### src/lim_cfg.svh
// Constants for the line input to ADC mixer routing registers.
// Assumes a register access port carrying an 8-bit address and data.
`ifndef LIM_CFG_SVH
`define LIM_CFG_SVH
`define LIM_OFS_LEFT_ROUTE   8'h15
`define LIM_OFS_RIGHT_ROUTE  8'h16
`define LIM_MODE_BIT         7
`define LIM_LEVEL_HI         6
`define LIM_LEVEL_LO         3
`define LIM_POWER_BIT        2
`define LIM_RSV_HI           2
`define LIM_STEP_OFF_BIT     1
`define LIM_LEVEL_MAX        4'h8
`define LIM_LEVEL_OFF        4'hf
`define LIM_RESET_ROUTE      8'h78
`define LIM_LEFT_WMASK       8'hf8
`endif

### src/lim_pkg.sv
// Types shared by the routing register bank.
// Assumes lim_cfg.svh is compiled with it.
`default_nettype none
package lim_pkg;
   // Register write request from the control interface.
   typedef struct packed {
      logic       wr;
      logic [7:0] addr;
      logic [7:0] wdata;
   } lim_req_t;
   // Soft-stepping pacing state.
   typedef enum logic [1:0] {
      LIM_ST_IDLE = 2'b00,
      LIM_ST_WAIT = 2'b01,
      LIM_ST_STEP = 2'b10
   } lim_step_t;
   // Whole state of the bank.
   typedef struct packed {
      logic [7:0] left_q;
      logic [7:0] right_q;
      logic [7:0] rdata_q;
      logic [3:0] left_gain_q;
      logic [3:0] right_gain_q;
      logic       left_conn_q;
      logic       right_conn_q;
      logic       fs_odd_q;
      lim_step_t  step_q;
   } lim_state_t;
endpackage : lim_pkg
`default_nettype wire

### src/lim_route_regs.sv
// Routing register bank for one line input into both ADC mixers.
// Assumes writes and the sample-rate tick arrive synchronous to sys_clk.
`timescale 1ns/1ps
`default_nettype none
`include "lim_cfg.svh"
module lim_route_regs (
   input  wire logic       sys_clk,
   input  wire logic       rst,
   input  wire logic       clk_en,
   input  wire logic       wr,
   input  wire logic [7:0] addr,
   input  wire logic [7:0] wdata,
   input  wire logic       fs_tick,
   output var  logic [7:0] rdata,
   output var  logic       left_diff,
   output var  logic       right_diff,
   output var  logic       left_conn,
   output var  logic       right_conn,
   output var  logic [3:0] left_gain,
   output var  logic [3:0] right_gain,
   output var  logic       right_adc_pwr
);
   lim_pkg::lim_state_t s_q;
   lim_pkg::lim_state_t s_d;
   lim_pkg::lim_req_t   req;
   logic [3:0]          rtgt;
   logic                pace;

   // A level code is a gain only up to 1000; above it is off or reserved.
   function automatic logic lvl_valid(input logic [7:0] r);
      lvl_valid = r[`LIM_LEVEL_HI:`LIM_LEVEL_LO] <= `LIM_LEVEL_MAX;
   endfunction : lvl_valid

   // Walk a gain one code toward the target.
   function automatic logic [3:0] step_to(input logic [3:0] cur,
                                          input logic [3:0] tgt);
      if (cur < tgt)
         step_to = cur + 4'h1;
      else if (cur > tgt)
         step_to = cur - 4'h1;
      else
         step_to = cur;
   endfunction : step_to

   assign req  = '{wr: wr, addr: addr, wdata: wdata};
   assign rtgt = s_q.right_q[`LIM_LEVEL_HI:`LIM_LEVEL_LO];
   // Step once per sample tick, or every second tick for mode 01.
   assign pace = fs_tick &&
                 (s_q.right_q[1:0] == 2'h0 ||
                  (s_q.right_q[1:0] == 2'h1 && s_q.fs_odd_q));

   // Next-state logic: register writes, read mux, connection and gain.
   always_comb
   begin
      s_d = s_q;
      if (req.wr && req.addr == `LIM_OFS_LEFT_ROUTE)
         s_d.left_q = req.wdata & `LIM_LEFT_WMASK;
      if (req.wr && req.addr == `LIM_OFS_RIGHT_ROUTE)
         s_d.right_q = req.wdata;
      unique case (req.addr)
         `LIM_OFS_LEFT_ROUTE:  s_d.rdata_q = s_q.left_q;
         `LIM_OFS_RIGHT_ROUTE: s_d.rdata_q = s_q.right_q;
         default:              s_d.rdata_q = 8'h00;
      endcase
      // Connection follows the level code, no separate enable.
      s_d.left_conn_q  = lvl_valid(s_q.left_q);
      s_d.right_conn_q = lvl_valid(s_q.right_q);
      s_d.left_gain_q  = s_q.left_q[`LIM_LEVEL_HI:`LIM_LEVEL_LO];
      if (fs_tick)
         s_d.fs_odd_q = !s_q.fs_odd_q;
      // Right PGA gain pacing.
      unique case (s_q.step_q)
         lim_pkg::LIM_ST_IDLE:
         begin
            if (!lvl_valid(s_q.right_q))
               s_d.right_gain_q = s_q.right_gain_q;
            else if (s_q.right_q[1])
               s_d.right_gain_q = rtgt;
            else if (s_q.right_gain_q != rtgt)
               s_d.step_q = lim_pkg::LIM_ST_WAIT;
         end
         lim_pkg::LIM_ST_WAIT:
         begin
            if (!lvl_valid(s_q.right_q) || s_q.right_q[1])
               s_d.step_q = lim_pkg::LIM_ST_IDLE;
            else if (pace)
               s_d.step_q = lim_pkg::LIM_ST_STEP;
         end
         lim_pkg::LIM_ST_STEP:
         begin
            // A reserved target written mid-walk must not be chased.
            if (lvl_valid(s_q.right_q))
               s_d.right_gain_q = step_to(s_q.right_gain_q, rtgt);
            s_d.step_q       = lim_pkg::LIM_ST_IDLE;
         end
         default: s_d.step_q = lim_pkg::LIM_ST_IDLE;
      endcase
   end

   // State register with clock enable.
   always_ff @(posedge sys_clk or posedge rst)
   begin
      if (rst)
      begin
         s_q              <= '0;
         s_q.left_q       <= `LIM_RESET_ROUTE;
         s_q.right_q      <= `LIM_RESET_ROUTE;
         s_q.left_gain_q  <= `LIM_LEVEL_OFF;
         s_q.right_gain_q <= `LIM_LEVEL_MAX;
         s_q.step_q       <= lim_pkg::LIM_ST_IDLE;
      end
      else if (clk_en)
         s_q <= s_d;
   end

   // Outputs come straight from the state flip-flops.
   assign rdata         = s_q.rdata_q;
   assign left_diff     = s_q.left_q[`LIM_MODE_BIT];
   assign right_diff    = s_q.right_q[`LIM_MODE_BIT];
   assign left_conn     = s_q.left_conn_q;
   assign right_conn    = s_q.right_conn_q;
   assign left_gain     = s_q.left_gain_q;
   assign right_gain    = s_q.right_gain_q;
   assign right_adc_pwr = s_q.right_q[`LIM_POWER_BIT];
endmodule : lim_route_regs
`default_nettype wire

### config.mk
export PLATFORM = sky130hd
export DESIGN_NAME = lim_route_regs
export DESIGN_NICKNAME = d
export VERILOG_FILES = /design/src/lim_pkg.sv /design/src/lim_route_regs.sv
export VERILOG_INCLUDE_DIRS = /design/src
export SDC_FILE = /design/constraint.sdc
export NUM_CORES = 1
export LEC_CHECK = 0
export ABC_AREA = 1
export BUFFER_PORTS_ARGS = -buffer_cell sky130_fd_sc_hd__buf_2
export CAP_MARGIN = 20
export CELL_PAD_IN_SITES_DETAIL_PLACEMENT = 1
export CELL_PAD_IN_SITES_GLOBAL_PLACEMENT = 1
export CORE_ASPECT_RATIO = 1.1
export CORE_MARGIN = 2
export CORE_UTILIZATION = 35
export CTS_BUF_LIST = sky130_fd_sc_hd__clkbuf_8 sky130_fd_sc_hd__clkbuf_16
export DETAILED_ROUTE_END_ITERATION = 12
export GPL_ROUTABILITY_DRIVEN = 0
export HOLD_SLACK_MARGIN = 0.12
export PLACE_DENSITY_LB_ADDON = 0.05
export RECOVER_POWER = 25
export REMOVE_ABC_BUFFERS = 1
export SLEW_MARGIN = 20
export SYNTH_ARGS = -nofsm -noshare
export SYNTH_HDL_FRONTEND = slang
export SYNTH_SLANG_ARGS = --single-unit
### constraint.sdc
create_clock -name sys_clk -period 2.3 [get_ports sys_clk]
set_clock_uncertainty 0.1 [all_clocks]
set_input_delay 0.23 -clock sys_clk [delete_from_list [all_inputs] [get_ports sys_clk]]
set_output_delay 0.23 -clock sys_clk [all_outputs]
set_load 0.02 [all_outputs]
==> results.tsv <==
metric	value	unit
H-tree levels	2	
R2R setup slack	0.07	ns
number of global-route vias before repair	1702	
synthesized area per cell	7.96	µm²
TritonCTS buffer count	5	
fmax	448	MHz
endpoints failing hold	0	
met2 usage	31.5	%
reg2reg start	rtgt[3]$_DFFE_PP1P_	
Max IR drop VDD	0.000203	V
Port Buffers	41	
FF-to-FF End	right_gain[2]$_DFFE_PP0P_	
first-pass GRT wire length	8150	µm
die width	73.8	µm
antenna violations before repair	0	
CTS sink cnt	34	
placed insts	341	
gr usage total	18.1	%
grt ovf	0	
Worst Setup Path Type	flop to flop	
Setup TNS Final	0	ns
drt drc	0	
Die Ht	80.8	µm
M1 GR Usage	21.9	%
deepest clock path buffer count	2	
Initial Util	36.8	%
Worst Hold Path EP	rdata[2]$_DFFE_PP0P_	
CP startpoint kind	flop	
Tightest Pin Transition	0.850	ns
Critical Path RT	2.38	ns
post-synth cell types	22	
Die Footprint	5970	µm²
CP endpoint kind	flop	
number of DRC markers in iteration 0	84	
WP data arrival	2.31	ns
# IOs	42	
max_cap viols	0	
largest net degree at the start of global routing	35	
CTS root buf	clkbuf_8	
Period Utilization, post-route	97.0	%
Finished Layout Cells	361	
Syn Inst Count	236	
Placement Cell Area	2120	µm²
met3 usage	4.22	%
min-delay src	addr[6]	
Overall Power	0.00129	W
Final Max Tran Viols	0	
Ant. Diodes	0	
Max-Slew Margin vs Limit	43.3	%
nets	316	
final WL	4870	µm
minimum clock period	2.23	ns
Max Fanout on Critical Path	3	
busiest grt layer	met2	
sequential element share of the synthesized area	46.2	%
commonest non-fill, non-tap cell in the layout	nand2_1	
Vias	1672	
CTS clk-pin slew, worst paths	0.07	ns
final setup violation count	0	
hold depth	4	
worst min-delay path class	input port to flop	
post-DP HPWL	3470	µm
PD cells	530	nW/µm²
area grow syn2layout	29.3	%
commonest cells after routing, fill and taps aside	nand2_1 (91), buf_2 (39), inv_1 (20), dfrtp_1 (20), o21ai_0 (15)	
CTS tree	built	
DR vias/cell	4.63	
antenna-violating nets left	0	
Synth Register Bits	34	
Mapped Area	1880	µm²
status	finished clean	
share of cells above drive strength 1	32.9	%
Core Rows	27	
area of the core	5100	µm²
Static Leak	1.26	nW
FF-to-FF path depth	10	
routed len/inst	13.5	µm
DRT Pass-1 Iters	4	
Final Cell Area	2430	µm²
worst skew pair latency	0.29	ns
synth warn	0	
[kinds of logic (layout without fill, tap and decap cells)]
logic type / Yosys count / in the layout / synth area share [%]
AO/OA/AOI/OAI: 17 / 17 / 4.73
XOR/XNOR: 1 / 1 / 0.466
adder cells (fa/ha/maj): 7 / 7 / 5.06
buffers and inverters: 43 / 96 / 12.0
flip-flops: 34 / 34 / 46.2
AND/OR/NAND/NOR: 134 / 134 / 31.6
[how the worst max path moves through the flow]
stage	start	slack, ns	cells past startpoint	to
2_1_floorplan	right_gain[3]$_DFFE_PP1P_	0.05	11	right_gain[2]$_DFFE_PP0P_
3_3_place_gp	rtgt[1]$_DFFE_PP1P_	0.07	16	right_gain[3]$_DFFE_PP1P_
3_5_place_dp	rtgt[1]$_DFFE_PP1P_	0.002	12	right_gain[2]$_DFFE_PP0P_
4_1_cts	rtgt[2]$_DFFE_PP1P_	0.009	17	right_gain[3]$_DFFE_PP1P_
5_1_grt	rtgt[3]$_DFFE_PP1P_	-0.04	10	right_gain[2]$_DFFE_PP0P_
6_report	rtgt[3]$_DFFE_PP1P_	0.07	10	right_gain[2]$_DFFE_PP0P_
[per-stage QoR]
step	worst slack [ns]	hold WS, ns	util [%]
2_1_floorplan	0.0501	0.218	-
3_3_place_gp	0.0667	0.260	41.6
3_5_place_dp	0.00210	0.261	41.6
4_1_cts	0.00935	0.183	46.0
5_1_grt	-0.0380	0.206	47.6
6_report	0.0691	0.183	47.6
[worst max-delay path, stage by stage, from the launching register on]
cell	delay [ns]
dfstp_2	0.54
inv_2	0.05
ha_4	0.24
a21oi_2	0.16
nand2_4	0.09
fa_2	0.35
or2_2	0.30
nand3_1	0.07
o21ai_0	0.08
nand2_1	0.09
nand2_1	0.04
[cell usage after synthesis]
| cell type | number | share of area [%] |
|---|---|---|
| nand3_1 | 15 | 4.0 |
| nor2_2 | 1 | 0.33 |
| nor4_2 | 1 | 0.67 |
| ha_1 | 6 | 4.0 |
| nor2_1 | 6 | 1.2 |
| nand4_1 | 7 | 2.3 |
| nor4_4 | 1 | 1.1 |
| nand2_4 | 1 | 0.60 |
| o22a_1 | 1 | 0.47 |
| o21ai_0 | 15 | 4.0 |
| dfstp_2 | 13 | 18 |
| xor2_1 | 1 | 0.47 |
| dfrtp_1 | 21 | 28 |
| clkbuf_1 | 3 | 0.60 |
| fa_1 | 1 | 1.1 |
| nand2_1 | 95 | 19 |
| or2_2 | 1 | 0.33 |
| inv_1 | 23 | 4.6 |
| nand3b_1 | 3 | 1.2 |
| buf_4 | 17 | 6.8 |
| nor3_1 | 3 | 0.80 |
| a21oi_1 | 1 | 0.27 |
[registers in the layout (all words and copies together) (netlist names)]
signal,cells
left_conn,1
rdata,8
right_conn,1
right_adc_pwr,1
right_diff,1
s_d,4
s_q,5
rtgt,4
right_gain,4
left_diff,1
left_gain,4
[routing by layer]
metal / wire length [µm] / share of wire, % / vias to the layer above
met4: 60 / 1.2 / 0
met3: 156 / 3.2 / 5
met1: 2080 / 43 / 802
met5: 0 / 0 / -
li1: - / - / 838
met2: 2570 / 53 / 27
[layout make-up]
cell class / instances / area [µm²]
Clock inverter: 2 / 8.76
Multi-Input combinational cell: 159 / 887
Timing Repair Buffer: 65 / 405
Inverter: 23 / 86.3
Sequential cell: 34 / 868
Clock buffer: 6 / 82.6
Fill cell: 639 / 2670
Tap cell: 72 / 90.1
[power by group]
part / internal, W / switching, W
clock: 0.000237 / 0.000219
sequential: 0.000633 / 0.0000195
combinational: 0.0000718 / 0.000106
total: 0.000942 / 0.000344
[repair_timing]
action                                 in CTS  in global routing
gates resized for setup                     4                 17
pin swaps                                   1                  9
hold buffers                               10                  0
setup endpoints to repair                   2                  2
endpoints found under the hold margin      35                  0
buffers inserted                            0                  2
No activity file was read; power rests on OpenSTA's default activity.
